**src/logic/slp_consts.svh**
```systemverilog
`ifndef SLP_CONSTS_SVH
`define SLP_CONSTS_SVH

// ----------------------------------------------------------------
// Register addresses on the serial control port
// ----------------------------------------------------------------
`define SLP_A_SOFT_RST 15'h0000
`define SLP_A_DP_RST 15'h0001
`define SLP_A_PWR_MODE 15'h0002
`define SLP_A_CHAN_BW 15'h0200
`define SLP_A_DECIM 15'h0201
`define SLP_A_OUT_FMT 15'h0561
`define SLP_A_LANE_RATE 15'h056E
`define SLP_A_PLL_STAT 15'h056F
`define SLP_A_LINK_MODE 15'h0570
`define SLP_A_LINK_CTL 15'h0571
`define SLP_A_WORD_FMT 15'h058B
`define SLP_A_SUBCLASS 15'h058F
`define SLP_A_DEEMPH_LO 15'h05C4
`define SLP_A_DEEMPH_HI 15'h05CB
`define SLP_A_LANES 15'h0600
`define SLP_A_CONVS 15'h0601
`define SLP_A_PLL_CAL 15'h1222
`define SLP_A_STARTUP 15'h1228
`define SLP_A_LOL_CLR 15'h1262

// ----------------------------------------------------------------
// Reset values
// ----------------------------------------------------------------
`define SLP_RST_ZERO 8'h00
`define SLP_RST_DECIM 8'h01
`define SLP_RST_LANE_RATE 8'h30
`define SLP_RST_LINK_CTL 8'h14
`define SLP_RST_STARTUP 8'h0F
`define SLP_RST_LANES 8'h08
`define SLP_RST_CONVS 8'h02

// ----------------------------------------------------------------
// Command values and field positions
// ----------------------------------------------------------------
`define SLP_V_SOFT_RST 8'h81
`define SLP_V_DP_RST 8'h02
`define SLP_V_LINK_DOWN 8'h15
`define SLP_V_LINK_UP 8'h14
`define SLP_V_PACK_MODE 8'hFE
`define SLP_V_PACK_WFMT 8'h0F
`define SLP_V_PACK_SUBCL 8'h2F
`define SLP_V_FULL_BW 8'h00
`define SLP_V_RANGE_MID 8'h00
`define SLP_V_RANGE_LOW 8'h10
`define SLP_V_RANGE_TOP 8'h30
`define SLP_V_RANGE_MIN 8'h50
`define SLP_BIT_LOCK 7
`define SLP_BIT_LOL 3
`define SLP_BIT_LINK_PD 0
`define SLP_BIT_OFFS_BIN 0
`define SLP_BIT_STARTUP_RST 6
`define SLP_BIT_PLL_CAL_RST 2
`define SLP_BIT_LOL_CLR 3

// ----------------------------------------------------------------
// Link figures
// ----------------------------------------------------------------
`define SLP_PACK_LANES 8'h08
`define SLP_PACK_CONVS 8'h02
`define SLP_PACK_LAST 3'h4
`define SLP_PACK_WORDS 3'h4
`define SLP_NPRIME 16
`define SLP_MAX_MBPS 16'h3E80
`define SLP_LOW_MBPS 16'h186A
`define SLP_INSTR_LAST 5'h0F
`define SLP_DATA_LAST 5'h07

`endif

```
**src/logic/slp_pkg.sv**
```systemverilog
`default_nettype none
// ----------------------------------------------------------------
// Types shared by the link setup block
// ----------------------------------------------------------------
package slp_pkg;
   // Serial control port phases, one-hot.
   typedef enum logic [2:0] {
      SLP_IDLE = 3'b001,
      SLP_INSTR = 3'b010,
      SLP_DATA = 3'b100
   } slp_spi_e;
   // One register byte.
   typedef logic [7:0] slp_byte_t;
endpackage
`default_nettype wire

```
**src/logic/slp_top.sv**
```systemverilog
`include "slp_consts.svh"
`default_nettype none

// ----------------------------------------------------------------
// Sample FIFO between the packer and the lane serializer
// ----------------------------------------------------------------
module slp_fifo #(
   parameter int WIDTH = 32,
   parameter int DEPTH = 32
) (
   input wire logic clk,
   input wire logic nrst,
   input wire logic flush,
   input wire logic in_valid,
   output logic in_ready,
   input wire logic [WIDTH-1:0] in_data,
   output logic out_valid,
   input wire logic out_ready,
   output logic [WIDTH-1:0] out_data
);
   localparam int AW = $clog2(DEPTH);
   // Storage words; the extra pointer bit tells full from empty.
   logic [WIDTH-1:0] mem_q [DEPTH];
   logic [AW:0] wr_ptr_q;
   logic [AW:0] rd_ptr_q;
   wire full = (wr_ptr_q[AW] != rd_ptr_q[AW]) && (wr_ptr_q[AW-1:0] == rd_ptr_q[AW-1:0]);
   wire empty = (wr_ptr_q == rd_ptr_q);
   wire push = in_valid && in_ready;
   wire pop = out_valid && out_ready;
   assign in_ready = !full;
   assign out_valid = !empty;
   assign out_data = mem_q[rd_ptr_q[AW-1:0]];
   // Pointers; a flush empties the queue without touching storage.
   always_ff @(posedge clk or negedge nrst) begin
      if (!nrst) begin
         wr_ptr_q <= '0;
         rd_ptr_q <= '0;
      end else if (flush) begin
         wr_ptr_q <= '0;
         rd_ptr_q <= '0;
      end else begin
         if (push) wr_ptr_q <= wr_ptr_q + 1'b1;
         if (pop) rd_ptr_q <= rd_ptr_q + 1'b1;
      end
   end

   // Storage has no reset, so it maps onto plain memory.
   always_ff @(posedge clk) begin
      if (push) mem_q[wr_ptr_q[AW-1:0]] <= in_data;
   end
endmodule

// ----------------------------------------------------------------
// Link setup, status and packing
// ----------------------------------------------------------------
module slp_top import slp_pkg::*; #(
   parameter logic [15:0] ADC_MHZ = 16'd3000
) (
   input wire logic mclk,
   input wire logic nrst,
   input wire logic spi_cs_n,
   input wire logic spi_sclk,
   input wire logic spi_sdi,
   output logic spi_sdo,
   output logic spi_sdo_oe_n,
   input wire logic power_down_pin,
   input wire logic pll_locked,
   input wire logic adc_valid,
   output logic adc_ready,
   input wire logic [11:0] adc0_sample,
   input wire logic [11:0] adc1_sample,
   output logic lane_valid,
   input wire logic lane_ready,
   output logic [31:0] lane_data,
   output logic lanes_powered_up,
   output logic pack_mode_active,
   output logic [1:0] lane_range_sel,
   output logic lane_range_ok,
   output logic lane_rate_too_high,
   output logic lane_rate_low,
   output logic deemph_enable,
   output logic startup_hold,
   output logic pll_cal_reset
);

   // ----------------------------------------------------------------
   // Serial control port
   // ----------------------------------------------------------------
   slp_spi_e st_q;           // Port phase.
   slp_spi_e st_d;
   logic sclk_q;             // Previous clock level for edge finding.
   logic [4:0] cnt_q;        // Bits seen in this phase.
   logic [15:0] sh_q;        // Incoming shift register.
   logic rw_q;               // High for a read transfer.
   logic [14:0] addr_q;      // Register address of the transfer.
   slp_byte_t out_q;         // Outgoing read byte.
   logic wr_stb_q;           // One-cycle write strobe.
   logic [14:0] wr_addr_q;
   slp_byte_t wr_data_q;
   wire sel = !spi_cs_n;
   wire rise = sel && spi_sclk && !sclk_q;
   wire fall = sel && !spi_sclk && sclk_q;
   wire instr_done = (st_q == SLP_INSTR) && rise && (cnt_q == `SLP_INSTR_LAST);
   wire data_done = (st_q == SLP_DATA) && rise && (cnt_q == `SLP_DATA_LAST);
   wire [14:0] instr_addr = {sh_q[13:0], spi_sdi};
   slp_byte_t rd_data;
   // Phase sequencing; raising chip select abandons any transfer.
   always_comb begin
      st_d = st_q;
      unique case (st_q)
         SLP_IDLE: if (sel) st_d = SLP_INSTR;
         SLP_INSTR: if (!sel) st_d = SLP_IDLE; else if (instr_done) st_d = SLP_DATA;
         SLP_DATA: if (!sel) st_d = SLP_IDLE; else if (data_done) st_d = SLP_INSTR;
         default: st_d = SLP_IDLE;
      endcase
   end

   // Shifting and bit counting, MSB first, sampled on rising edges.
   always_ff @(posedge mclk or negedge nrst) begin
      if (!nrst) begin
         st_q <= SLP_IDLE;
         sclk_q <= 1'b0;
         cnt_q <= '0;
         sh_q <= '0;
      end else begin
         st_q <= st_d;
         sclk_q <= spi_sclk;
         if (st_d != st_q) cnt_q <= '0;
         else if (rise) cnt_q <= cnt_q + 1'b1;
         if (rise) sh_q <= {sh_q[14:0], spi_sdi};
      end
   end

   // Instruction capture and read byte output; a read byte is loaded
   // as the instruction ends so its first bit is ready before the
   // first data clock, then shifted on each falling edge after that.
   always_ff @(posedge mclk or negedge nrst) begin
      if (!nrst) begin
         rw_q <= 1'b0;
         addr_q <= '0;
         out_q <= '0;
      end else if (instr_done) begin
         rw_q <= sh_q[14];
         addr_q <= instr_addr;
         out_q <= rd_data;
      end else if (fall && st_q == SLP_DATA && cnt_q != '0) begin
         out_q <= {out_q[6:0], 1'b0};
      end
   end

   // Write strobe at the eighth data bit of a write transfer.
   always_ff @(posedge mclk or negedge nrst) begin
      if (!nrst) begin
         wr_stb_q <= 1'b0;
         wr_addr_q <= '0;
         wr_data_q <= '0;
      end else begin
         wr_stb_q <= data_done && !rw_q;
         wr_addr_q <= addr_q;
         wr_data_q <= {sh_q[6:0], spi_sdi};
      end
   end

   assign spi_sdo = out_q[7];
   // The output enable is low only while a read byte is driven.
   assign spi_sdo_oe_n = !(sel && st_q == SLP_DATA && rw_q);
   // ----------------------------------------------------------------
   // Register file
   // ----------------------------------------------------------------
   slp_byte_t pwr_q, chbw_q, decim_q, fmt_q, lrate_q, lmode_q, lctl_q;
   slp_byte_t wfmt_q, subcl_q, pllcal_q, startup_q, lolclr_q, lanes_q, convs_q;
   slp_byte_t deemph_q [8];  // De-emphasis controls, zero means off.
   logic soft_rst_q;         // Registered soft reset pulse.
   logic dp_rst_q;           // Registered datapath reset pulse.
   // Address decode as named write enables.
   function automatic logic hit(input logic [14:0] a);
      return wr_stb_q && (wr_addr_q == a);
   endfunction
   wire we_soft = hit(`SLP_A_SOFT_RST);
   wire we_dp = hit(`SLP_A_DP_RST);
   wire we_lctl = hit(`SLP_A_LINK_CTL);
   wire we_lolclr = hit(`SLP_A_LOL_CLR);
   function automatic logic in_deemph(input logic [14:0] a);
      return (a >= `SLP_A_DEEMPH_LO) && (a <= `SLP_A_DEEMPH_HI);
   endfunction
   wire we_deemph = wr_stb_q && in_deemph(wr_addr_q);
   wire [2:0] deemph_idx = 3'(wr_addr_q - `SLP_A_DEEMPH_LO);
   // Configuration registers; a soft reset returns them to defaults.
   always_ff @(posedge mclk or negedge nrst) begin
      if (!nrst) begin
         pwr_q <= `SLP_RST_ZERO;
         chbw_q <= `SLP_RST_ZERO;
         decim_q <= `SLP_RST_DECIM;
         fmt_q <= `SLP_RST_ZERO;
         lrate_q <= `SLP_RST_LANE_RATE;
         lmode_q <= `SLP_RST_ZERO;
         lctl_q <= `SLP_RST_LINK_CTL;
         wfmt_q <= `SLP_RST_ZERO;
         subcl_q <= `SLP_RST_ZERO;
         pllcal_q <= `SLP_RST_ZERO;
         startup_q <= `SLP_RST_STARTUP;
         lolclr_q <= `SLP_RST_ZERO;
         lanes_q <= `SLP_RST_LANES;
         convs_q <= `SLP_RST_CONVS;
         for (int i = 0; i < 8; i++) deemph_q[i] <= `SLP_RST_ZERO;
      end else if (soft_rst_q) begin
         pwr_q <= `SLP_RST_ZERO;
         chbw_q <= `SLP_RST_ZERO;
         decim_q <= `SLP_RST_DECIM;
         fmt_q <= `SLP_RST_ZERO;
         lrate_q <= `SLP_RST_LANE_RATE;
         lmode_q <= `SLP_RST_ZERO;
         lctl_q <= `SLP_RST_LINK_CTL;
         wfmt_q <= `SLP_RST_ZERO;
         subcl_q <= `SLP_RST_ZERO;
         pllcal_q <= `SLP_RST_ZERO;
         startup_q <= `SLP_RST_STARTUP;
         lolclr_q <= `SLP_RST_ZERO;
         lanes_q <= `SLP_RST_LANES;
         convs_q <= `SLP_RST_CONVS;
         for (int i = 0; i < 8; i++) deemph_q[i] <= `SLP_RST_ZERO;
      end else begin
         if (hit(`SLP_A_PWR_MODE)) pwr_q <= wr_data_q;
         if (hit(`SLP_A_CHAN_BW)) chbw_q <= wr_data_q;
         if (hit(`SLP_A_DECIM)) decim_q <= wr_data_q;
         if (hit(`SLP_A_OUT_FMT)) fmt_q <= wr_data_q;
         if (hit(`SLP_A_LANE_RATE)) lrate_q <= wr_data_q;
         if (hit(`SLP_A_LINK_MODE)) lmode_q <= wr_data_q;
         if (we_lctl) lctl_q <= wr_data_q;
         if (hit(`SLP_A_WORD_FMT)) wfmt_q <= wr_data_q;
         if (hit(`SLP_A_SUBCLASS)) subcl_q <= wr_data_q;
         if (hit(`SLP_A_PLL_CAL)) pllcal_q <= wr_data_q;
         if (hit(`SLP_A_STARTUP)) startup_q <= wr_data_q;
         if (we_lolclr) lolclr_q <= wr_data_q;
         if (hit(`SLP_A_LANES)) lanes_q <= wr_data_q;
         if (hit(`SLP_A_CONVS)) convs_q <= wr_data_q;
         if (we_deemph) deemph_q[deemph_idx] <= wr_data_q;
      end
   end

   // Reset commands act once and the registers read back as zero.
   always_ff @(posedge mclk or negedge nrst) begin
      if (!nrst) begin
         soft_rst_q <= 1'b0;
         dp_rst_q <= 1'b0;
      end else begin
         soft_rst_q <= we_soft && (wr_data_q == `SLP_V_SOFT_RST);
         dp_rst_q <= we_dp && (wr_data_q == `SLP_V_DP_RST);
      end
   end

   // ----------------------------------------------------------------
   // PLL lock status and sticky lock-lost flag
   // ----------------------------------------------------------------
   logic lock_q;                 // Lock indication, one cycle old.
   logic pll_lock_lost_sticky_q; // Sticky lock-lost flag.
   logic restart_arm_q;          // Link taken down, waiting for 0x14.
   // The flag is armed from a lock seen, so an unlocked PLL straight
   // out of reset does not raise it.
   wire lock_fell = lock_q && !pll_locked;
   wire restart = we_lctl && restart_arm_q && (wr_data_q == `SLP_V_LINK_UP);
   wire lol_clr = restart || (we_lolclr && wr_data_q[`SLP_BIT_LOL_CLR]);
   // A loss that lands in the clearing cycle still sets the flag.
   always_ff @(posedge mclk or negedge nrst) begin
      if (!nrst) begin
         lock_q <= 1'b0;
         pll_lock_lost_sticky_q <= 1'b0;
         restart_arm_q <= 1'b0;
      end else begin
         lock_q <= pll_locked;
         pll_lock_lost_sticky_q <= lock_fell || (pll_lock_lost_sticky_q && !lol_clr && !soft_rst_q);
         if (we_lctl) restart_arm_q <= (wr_data_q == `SLP_V_LINK_DOWN);
      end
   end

   wire [7:0] pll_stat = (8'(lock_q) << `SLP_BIT_LOCK) | (8'(pll_lock_lost_sticky_q) << `SLP_BIT_LOL);
   // Read multiplexer; unmapped addresses read as zero.
   always_comb begin
      unique case (instr_addr)
         `SLP_A_PWR_MODE: rd_data = pwr_q;
         `SLP_A_CHAN_BW: rd_data = chbw_q;
         `SLP_A_DECIM: rd_data = decim_q;
         `SLP_A_OUT_FMT: rd_data = fmt_q;
         `SLP_A_LANE_RATE: rd_data = lrate_q;
         `SLP_A_PLL_STAT: rd_data = pll_stat;
         `SLP_A_LINK_MODE: rd_data = lmode_q;
         `SLP_A_LINK_CTL: rd_data = lctl_q;
         `SLP_A_WORD_FMT: rd_data = wfmt_q;
         `SLP_A_SUBCLASS: rd_data = subcl_q;
         `SLP_A_PLL_CAL: rd_data = pllcal_q;
         `SLP_A_STARTUP: rd_data = startup_q;
         `SLP_A_LOL_CLR: rd_data = lolclr_q;
         `SLP_A_LANES: rd_data = lanes_q;
         `SLP_A_CONVS: rd_data = convs_q;
         default: rd_data = in_deemph(instr_addr) ? deemph_q[3'(instr_addr - `SLP_A_DEEMPH_LO)] : `SLP_RST_ZERO;
      endcase
   end
   // ----------------------------------------------------------------
   // Link setup decode
   // ----------------------------------------------------------------
   // Packing needs all three link writes and full bandwidth mode.
   assign pack_mode_active = (lmode_q == `SLP_V_PACK_MODE) && (wfmt_q == `SLP_V_PACK_WFMT)
      && (subcl_q == `SLP_V_PACK_SUBCL) && (chbw_q == `SLP_V_FULL_BW);
   // Drivers are up unless a power-down source is active.
   assign lanes_powered_up = !power_down_pin && (pwr_q[1:0] == 2'h0) && !lctl_q[`SLP_BIT_LINK_PD];
   assign startup_hold = startup_q[`SLP_BIT_STARTUP_RST];
   assign pll_cal_reset = pllcal_q[`SLP_BIT_PLL_CAL_RST];
   assign deemph_enable = (deemph_q[0] | deemph_q[1] | deemph_q[2] | deemph_q[3]
      | deemph_q[4] | deemph_q[5] | deemph_q[6] | deemph_q[7]) != `SLP_RST_ZERO;
   // Range select: 0 top, 1 mid, 2 low, 3 minimum band.
   assign lane_range_ok = (lrate_q == `SLP_V_RANGE_TOP) || (lrate_q == `SLP_V_RANGE_MID)
      || (lrate_q == `SLP_V_RANGE_LOW) || (lrate_q == `SLP_V_RANGE_MIN);
   assign lane_range_sel = (lrate_q == `SLP_V_RANGE_MID) ? 2'h1 :
                           (lrate_q == `SLP_V_RANGE_LOW) ? 2'h2 :
                           (lrate_q == `SLP_V_RANGE_MIN) ? 2'h3 : 2'h0;
   // Compares M*N'*10/8*fadc/(dcm*L) against a limit without dividing.
   // A zero ratio or lane count is treated as one.
   function automatic logic rate_above(input logic [7:0] m, input logic [7:0] l,
                                       input logic [7:0] d, input logic [15:0] lim);
      logic [47:0] lhs, rhs;
      lhs = 48'(m) * 48'(ADC_MHZ) * 48'(`SLP_NPRIME * 10 / 8);
      rhs = 48'(lim) * 48'((d == 8'h00) ? 8'h01 : d) * 48'((l == 8'h00) ? 8'h01 : l);
      return lhs > rhs;
   endfunction
   wire [7:0] eff_m = pack_mode_active ? `SLP_PACK_CONVS : convs_q;
   wire [7:0] eff_l = pack_mode_active ? `SLP_PACK_LANES : lanes_q;
   assign lane_rate_too_high = rate_above(eff_m, eff_l, decim_q, `SLP_MAX_MBPS);
   assign lane_rate_low = !rate_above(eff_m, eff_l, decim_q, `SLP_LOW_MBPS);
   // ----------------------------------------------------------------
   // Sample formatting and packing
   // ----------------------------------------------------------------
   logic [47:0] col0_q, col1_q;  // Up to four held samples per converter.
   logic [2:0] col_cnt_q;        // Samples held.
   logic [63:0] frm0_q, frm1_q;  // Frames being sent, first word on top.
   logic [2:0] out_rem_q;        // Words of the frame still to send.
   logic fifo_in_ready;
   // Offset binary flips the sign bit; twos complement passes as is.
   function automatic logic [11:0] fmt_sample(input logic [11:0] s);
      return s ^ {fmt_q[`SLP_BIT_OFFS_BIN], 11'h000};
   endfunction
   wire [11:0] f0 = fmt_sample(adc0_sample);
   wire [11:0] f1 = fmt_sample(adc1_sample);
   wire emit = pack_mode_active && (out_rem_q != 3'h0);
   wire frame_full = col_cnt_q == `SLP_PACK_LAST;
   // A fifth sample waits until the previous frame has left.
   assign adc_ready = pack_mode_active ? !(frame_full && emit) : fifo_in_ready;
   wire take = adc_valid && adc_ready;
   wire close = pack_mode_active && take && frame_full;
   wire pop_word = emit && fifo_in_ready;
   wire fifo_in_valid = pack_mode_active ? emit : adc_valid;
   wire [31:0] plain_word = {{4{f1[11]}}, f1, {4{f0[11]}}, f0};
   wire [31:0] pack_word = {frm1_q[63:48], frm0_q[63:48]};
   wire [31:0] fifo_in_data = pack_mode_active ? pack_word : plain_word;
   // Collect four samples, close the frame with the fifth and zero fill.
   always_ff @(posedge mclk or negedge nrst) begin
      if (!nrst) begin
         col0_q <= '0;
         col1_q <= '0;
         col_cnt_q <= '0;
      end else if (dp_rst_q || soft_rst_q || !pack_mode_active) begin
         col_cnt_q <= '0;
      end else if (take) begin
         col0_q <= {col0_q[35:0], f0};
         col1_q <= {col1_q[35:0], f1};
         col_cnt_q <= frame_full ? 3'h0 : col_cnt_q + 1'b1;
      end
   end

   // Send a closed frame as four 16-bit words per converter.
   always_ff @(posedge mclk or negedge nrst) begin
      if (!nrst) begin
         frm0_q <= '0;
         frm1_q <= '0;
         out_rem_q <= '0;
      end else if (dp_rst_q || soft_rst_q) begin
         out_rem_q <= '0;
      end else if (close) begin
         frm0_q <= {col0_q, f0, 4'h0};
         frm1_q <= {col1_q, f1, 4'h0};
         out_rem_q <= `SLP_PACK_WORDS;
      end else if (pop_word) begin
         frm0_q <= {frm0_q[47:0], 16'h0000};
         frm1_q <= {frm1_q[47:0], 16'h0000};
         out_rem_q <= out_rem_q - 1'b1;
      end
   end

   // ----------------------------------------------------------------
   // Lane buffer
   // ----------------------------------------------------------------
   // Back-pressure from the lanes stalls the packer and the sample input.
   slp_fifo #(.WIDTH(32), .DEPTH(32)) u_fifo (
      .clk(mclk), .nrst(nrst), .flush(dp_rst_q || soft_rst_q), .in_valid(fifo_in_valid),
      .in_ready(fifo_in_ready), .in_data(fifo_in_data), .out_valid(lane_valid), .out_ready(lane_ready),
      .out_data(lane_data));
endmodule
`default_nettype wire

```
**config.mk**
```make
export PLATFORM = sky130hd
export DESIGN_NAME = slp_top
export DESIGN_NICKNAME = d
export VERILOG_FILES = /design/src/logic/slp_pkg.sv /design/src/logic/slp_top.sv
export VERILOG_INCLUDE_DIRS = /design/src /design/src/logic
export SDC_FILE = /design/constraint.sdc
export NUM_CORES = 2
export LEC_CHECK = 0
export ABC_AREA = 1
export CAP_MARGIN = 40
export CORE_MARGIN = 2
export CORE_UTILIZATION = 54
export CTS_CLUSTER_SIZE = 30
export DETAILED_ROUTE_END_ITERATION = 7
export DONT_BUFFER_PORTS = 1
export PLACE_DENSITY = 0.69
export REMOVE_ABC_BUFFERS = 1
export SLEW_MARGIN = 20
export SYNTH_ARGS = -nofsm -noshare
export SYNTH_HDL_FRONTEND = slang
export SYNTH_SLANG_ARGS = --single-unit
```
**constraint.sdc**
```tcl
create_clock -name mclk -period 26.3 [get_ports mclk]
set_clock_uncertainty 0.1 [all_clocks]
set_input_delay 0 -clock mclk [delete_from_list [all_inputs] [get_ports mclk]]
set_output_delay 0 -clock mclk [all_outputs]
set_load 0.02 [all_outputs]
```
==> Yosys cells after proc, flatten, opt, wreduce, memory -nomap -nowiden <==
Memories as Yosys holds them, arrays and structs flattened.
Cells that the tools add are included.
{ "totals": {"inputBits": 33, "register_bits": 495, "ram_bits": 1024, "word_cells": 316, "mem_count": 1} }
{ "memory_table": {"columns": ["memory", "words", "word_bits", "rd", "rd_clocked_by_memory_dff", "wr", "line", "source"], "rows": [
  ["u_fifo.mem_q", 32, 32, 1, 0, 1, "slp_top.sv:23", "logic [WIDTH-1:0] mem_q [DEPTH];"]
]} }
{ "op_classes": {"add_sub_neg": 7, "n_mux": 74, "mul": 6, "eq_ne": 50, "n_reduce_logical": 110, "order_cmp": 9, "bitwise_logic": 14} }
{ "op_table": {"columns": ["op", "n"], "rows": [
  ["64-bit 2-to-1 mux", 6],
  ["8-bit 2-to-1 mux", 38],
  ["15-bit by 11-bit equality test with 1-bit output (second input constant)", 17],
  ["8-bit case mux with 15 select lines", 1],
  ["15-bit by 13-bit equality test with 1-bit output (second input constant)", 6],
  ["64-bit bitwise mux", 1],
  ["15-bit by 10-bit equality test with 1-bit output (second input constant)", 4],
  ["8-bit OR", 7],
  ["1-bit logical AND", 55],
  ["25-bit by 48-bit greater-than comparator with 1-bit output", 1],
  ["41-bit by 48-bit multiplier with 41-bit output", 1],
  ["7-bit by 48-bit multiplier with 41-bit output (first input constant)", 1],
  ["2-bit nonzero test", 21],
  ["3-bit 2-to-1 mux", 11],
  ["8-bit logical NOT", 4],
  ["32-bit 2-to-1 mux", 1],
  ["15-bit by 2-bit equality test with 1-bit output (second input constant)", 2],
  ["15-bit by 11-bit greater-or-equal comparator with 1-bit output (second input constant)", 2],
  ["15-bit by 11-bit less-or-equal comparator with 1-bit output (second input constant)", 2],
  ["25-bit by 29-bit greater-than comparator with 1-bit output", 1],
  ["20-bit by 8-bit multiplier with 28-bit output", 1],
  ["8-bit binary-select mux with 3-bit select", 1],
  ["8-bit demux with 3-bit select", 1],
  ["8-bit by 5-bit equality test with 1-bit output (second input constant)", 3],
  ["other kinds (42)", 82]
]} }

==> Longest topological paths before layout <==
{ "logic_depth": {"depth_word": 13, "ltp_mapped": 53, "ltp_nobuf": 53} }

==> Modules after synthesis <==
A second synthesis with hierarchy kept.
{ "unflattened": {"cells_unflattened": 8485, "hier_area_um2": 79506.3} }
{ "modules_own_cells": {"columns": ["mod", "instances", "cells_each", "area_each_um2", "seq_area_each_um2"], "rows": [
  ["slp_fifo", 1, 3623, 42276.8, 31049.8],
  ["slp_top", 1, 4862, 37229.5, 11901.4]
]} }

==> Worst setup path before layout <==
No wires, ideal clock.
{ "synth_path": {"path_type": "flip-flop to output port", "from": "register decim_q[3]", "to": "output port lane_rate_too_high", "t_required_ns": 26.200, "path_stages_with_launch": 50, "setup_slack_ns": 17.275, "arrival_time_ns": 8.925, "path_cell_list": "dfrtp_1 inv_1 ha_1 nand4_1 clkinv_1 nor2_1 nor2_1 nor2_1 fa_1 fa_1 inv_1 fa_1 inv_1 ha_1 nand2_1 nand2_1 nand3_1 nand2_1 [... 14 more ...] ha_1 nand2_1 nor2_1 nand2_1 nand2_1 a31oi_1 xor2_1 ha_1 nand4_1 a21oi_1 nor2_1 nand2_1 nand2_1 nand2_1 nand2_1 nor2_1 nand4_1 nor2_1"} }
{ "synth_between": {"elab_chain_len": 5} }
{ "synth_lines": {"columns": ["element", "line", "source"], "rows": [
  ["start, declared", "slp_top.sv:170", "slp_byte_t pwr_q, chbw_q, decim_q, fmt_q, lrate_q, lmode_q, lctl_q;"],
  ["start signal, assigned", "slp_top.sv:193", "decim_q <= `SLP_RST_DECIM;"],
  ["start signal, assigned", "slp_top.sv:209", "decim_q <= `SLP_RST_DECIM;"],
  ["start signal, assigned", "slp_top.sv:225", "if (hit(`SLP_A_DECIM)) decim_q <= wr_data_q;"],
  ["8-bit logical NOT", "slp_top.sv:322", "rhs = 48'(lim) * 48'((d == 8'h00) ? 8'h01 : d) * 48'((l == 8'h00) ? 8'h01 : l);"],
  ["8-bit 2-to-1 mux (*)", "slp_top.sv:322", null],
  ["7-bit by 48-bit multiplier with 41-bit output (*)", "slp_top.sv:322", null],
  ["41-bit by 48-bit multiplier with 41-bit output (*)", "slp_top.sv:322", null],
  ["25-bit by 48-bit greater-than comparator with 1-bit output (*)", "slp_top.sv:323", "return lhs > rhs;"],
  ["end, declared", "slp_top.sv:79", "output logic lane_rate_too_high,"]
]} }
Every way passes the cells marked *; elsewhere a longest branch is shown, timed or not.

==> Worst setup path in the final report <==
{ "layout_path": {"from": "register decim_q[3]", "to": "output port lane_rate_low"} }
{ "layout_between": {"elab_chain_len": 6} }
{ "layout_lines": {"columns": ["element", "line", "source"], "rows": [
  ["8-bit logical NOT", "slp_top.sv:322", null],
  ["8-bit 2-to-1 mux (*)", "slp_top.sv:322", null],
  ["12-bit by 8-bit multiplier with 20-bit output (*)", "slp_top.sv:322", null],
  ["20-bit by 8-bit multiplier with 28-bit output (*)", "slp_top.sv:322", null],
  ["25-bit by 29-bit greater-than comparator with 1-bit output (*)", "slp_top.sv:323", null],
  ["1-bit logical NOT (*)", "slp_top.sv:328", "assign lane_rate_low = !rate_above(eff_m, eff_l, decim_q, `SLP_LOW_MBPS);"],
  ["end, declared", "slp_top.sv:80", "output logic lane_rate_low,"]
]} }
Marks and branches as above.

==> summary.md <==
| Metric | Value |
|---|---|
| Mapped Cells | `7,772` |
| CP endpoint kind | `output port` |
| Vias per cell | `roughly 5.9` |
| Multi-input gate area | `~30,000 sq um` |
| Critical path startpoint | `decim_q[3]` |
| Core footprint | `about 140,000 sq um` |
| Min Tclk post-route | `11.15 ns` |
| Normalized max-slew margin | `40.3%` |
| Setup TNS | `0 ns` |
| Async SR Flop Fraction | `32.2%` |
| Post-CTS setup buffers | `0` |
| Overflow after GRT | `0` |
| GRT Resource Usage Total | `29.0%` |
| Req. time, crit path | `26.20 ns` |
| Pint | `4.25 mW` |
| YS warnings | `0` |
| CP delay by family, top | `adder cells` |
| Worst setup endpoint | `lane_rate_low` |
| Commonest non-fill, non-tap cell in the layout | `nand2_1` |
| Inserted Diodes | `0` |
| # DRC | `0` |
| Synth Cell Area | `77,700 sq um` |
| Register Area | `43,000 sq um` |
| Area grow syn2layout | `10.8%` |
| Finished Core Util | `60.1%` |
| Crit-path slowest cell | `xor2_1` |
| Buf/Inv on CP | `9` |
| Largest net degree at the start of global routing | `a little under 500` |
| Root buf cell | `clkbuf_16` |
| CTS tree | `yes` |
| DRT Pass-1 Iters | `6` |
| Max-slew violations | `0` |
| Comb pwr share | `26.4%` |
| R2r setup slk | `roughly 22 ns` |
| Power Dens Cells | `75.3 nW/um^2` |
| Max clock buf depth | `3` |
| I/O pins | `79` |
| Worst skew pair latency | `roughly 0.79 ns` |
| Total wire length | `213,000 microns` |
| Worst-Margin Slew | `0.895 ns` |
| Height of the die | `around 380 microns` |
| R2R Path End | `out_rem_q[0]` |
| Detailed Place HPWL | `131,000 microns` |
| Switching Share | `34.5%` |
| Peak supply drop | `0.0888 mV` |
| Mean Syn Cell Area | `10.0 sq um` |
| Critical Path Stages | `43` |
| Detail Route Antenna Nets | `0` |
| Initial antenna violation count | `2` |
| Pwr Total | `6.48 mW` |
| Final hold vios | `0` |
| Most used DFF post-synth | `edfxtp_1` |
| Worst endpoint data arrival time | `11.05 ns` |
| RePlAce Congestion | `0.929` |
| P_sw | `2.23 mW` |
| Hold Crit Class | `input port to flip-flop` |
| Fin crit share | `42.4%` |
| Outcome | `finished clean` |
| Number of distinct library cells after synthesis | `58` |
| Routed vias | `around 57k` |
| Port-buffer cells | `0` |
| H-tree depth | `4` |
| Die Area | `approximately 150,000 sq um` |
| Initial Util | `54.2%` |
| Share of layout cells above drive strength 1 | `5.77%` |
| Final setup viols | `0` |
| Vias in the first global route | `~56k` |
| Die Width | `383 microns` |
| Number of synthesized register bits | `approximately 1.5k` |
| Rows | `139` |
| Clock slew at reported path FFs | `0.06 ns` |
| Clock sink total | `1,511` |
| Sequential Power Share | `42.0%` |
| Launching point of the worst reg2reg path | `u_fifo.rd_ptr_q[0]` |
| Maximum clock rate | `~0.090 GHz` |
| Placed instance count | `9,426` |
| Crit Path Max Fanout | `9` |
| Routed len/inst | `roughly 22 microns` |
| # nets final | `8,363` |
| Unrepaired setup endpoints after global routing | `false` |
| P_leak | `~36 nW` |
| # fillers | `11.8k` |
| CP max stage delay | `0.60 ns` |
| Iteration-0 DRC count of the detailed router | `about 7.1k` |
| Fin cells | `9,800` |
| Post-synth EDFFs | `1,024` |
| WS Path Type | `flip-flop to output port` |
| Seq/Total Area, Yosys | `55.3%` |
| First-pass GRT wire length | `roughly 330,000 microns` |
| Max_cap viols | `0` |
| Startpoint Class | `flip-flop` |
| Commonest cells after routing, fill and taps aside | `nand2_1 (1,339), edfxtp_1 (1,024), nor2_1 (909)` |
| Worst r2r path cells | `12` |
| Clock share of power | `31.6%` |
| CTS buffer count | `150` |
-- flip-flops by register name, indices dropped and copies added, names as in the netlist, 15 cells and up --
signal / count
frm1_q: 60
sh_q: 15
frm0_q: 60
wr_addr_q: 15
deemph_q: 64
u_fifo.mem_q: 1024
addr_q: 15
col1_q: 48
col0_q: 48
-- cells by family after synthesis --
logic type      after synthesis  share of synthesized area, %
xor+xnor                     93                          1.05
flops                      1511                          55.3
buf+inv                    1193                          6.08
simple gates               2890                          15.4
compound gates             1539                          11.0
fa+ha+maj                   546                          11.2
-- worst min-delay path: cells and delay by family --
| kind | cells | cell delay (ns) |
|---|---|---|
| buf+inv | 1 | 0.60 |
| compound gates | 1 | 0.10 |
| simple gates | 1 | 0.19 |
-- cells in the mapped netlist, drive strengths merged (59+ instances only) --
cell | count | area (sq um)
a21oi | 136 | 681
buf | 129 | 727
clkbuf | 248 | 931
dfrtp | 475 | 11900
edfxtp | 1024 | 30700
fa | 250 | 5000
ha | 296 | 3700
inv | 806 | 3030
nand2 | 1343 | 5050
nand3 | 403 | 2030
nand4 | 105 | 678
nor2 | 949 | 3600
o21ai | 998 | 4990
o221ai | 103 | 902
o22ai | 212 | 1330
xor2 | 59 | 517
-- worst min path at each step --
stage	startpoint	depth (start not counted)	slack, ns	endpoint
6_report	lane_ready	3	0.07	u_fifo.rd_ptr_q[1]
4_1_cts	adc0_sample[11]	4	0.009	frm0_q[15]
3_3_place_gp	nrst	0	-0.36	deemph_q[39]
3_5_place_dp	nrst	0	-0.37	deemph_q[39]
2_1_floorplan	nrst	0	-0.40	addr_q[0]
5_1_grt	lane_ready	3	0.07	u_fifo.rd_ptr_q[5]
-- metal layers --
layer  up-vias  global-route usage, %  share of wire, %
li1      26472                      -                 -
met1     28117                   42.4                43
met2      2510                   44.9                46
met3       393                   4.87               8.9
met4         0                   8.29               2.7
met5         -                      0                 0
-- power by group through the flow --
stage	combinational [mW]	sequential, mW	clock, mW
2_1_floorplan	1.01	2.83	0
3_3_place_gp	1.58	2.76	0
3_5_place_dp	1.65	2.76	0
4_1_cts	1.68	2.72	2.07
5_1_grt	1.85	2.72	2.17
6_report	1.71	2.72	2.05
-- what timing repair did --
item,CTS,global route
resized for setup,0,0
endpoints found under the hold margin,1442,60
hold buffers,100,1
-- through the flow --
step	cell area, sq um	hold WS, ns	worst slack [ns]
floorplan	76100	-0.396	3.76
global placement	79500	-0.364	16.23
detailed placement	80200	-0.371	16.01
CTS	85900	0.00928	15.16
global route	86100	0.0694	14.31
finish	86100	0.0687	15.15
-- area by class of cell --
type	count	area share [%]
clock buffer	209	4.79
inverter	816	3.58
multi-input combinational	5068	35.3
tap	1903	2.77
timing repair buffer	237	2.98
sequential	1511	49.9
clock inverter	56	0.632
No activity file was read; power rests on OpenSTA's default activity.
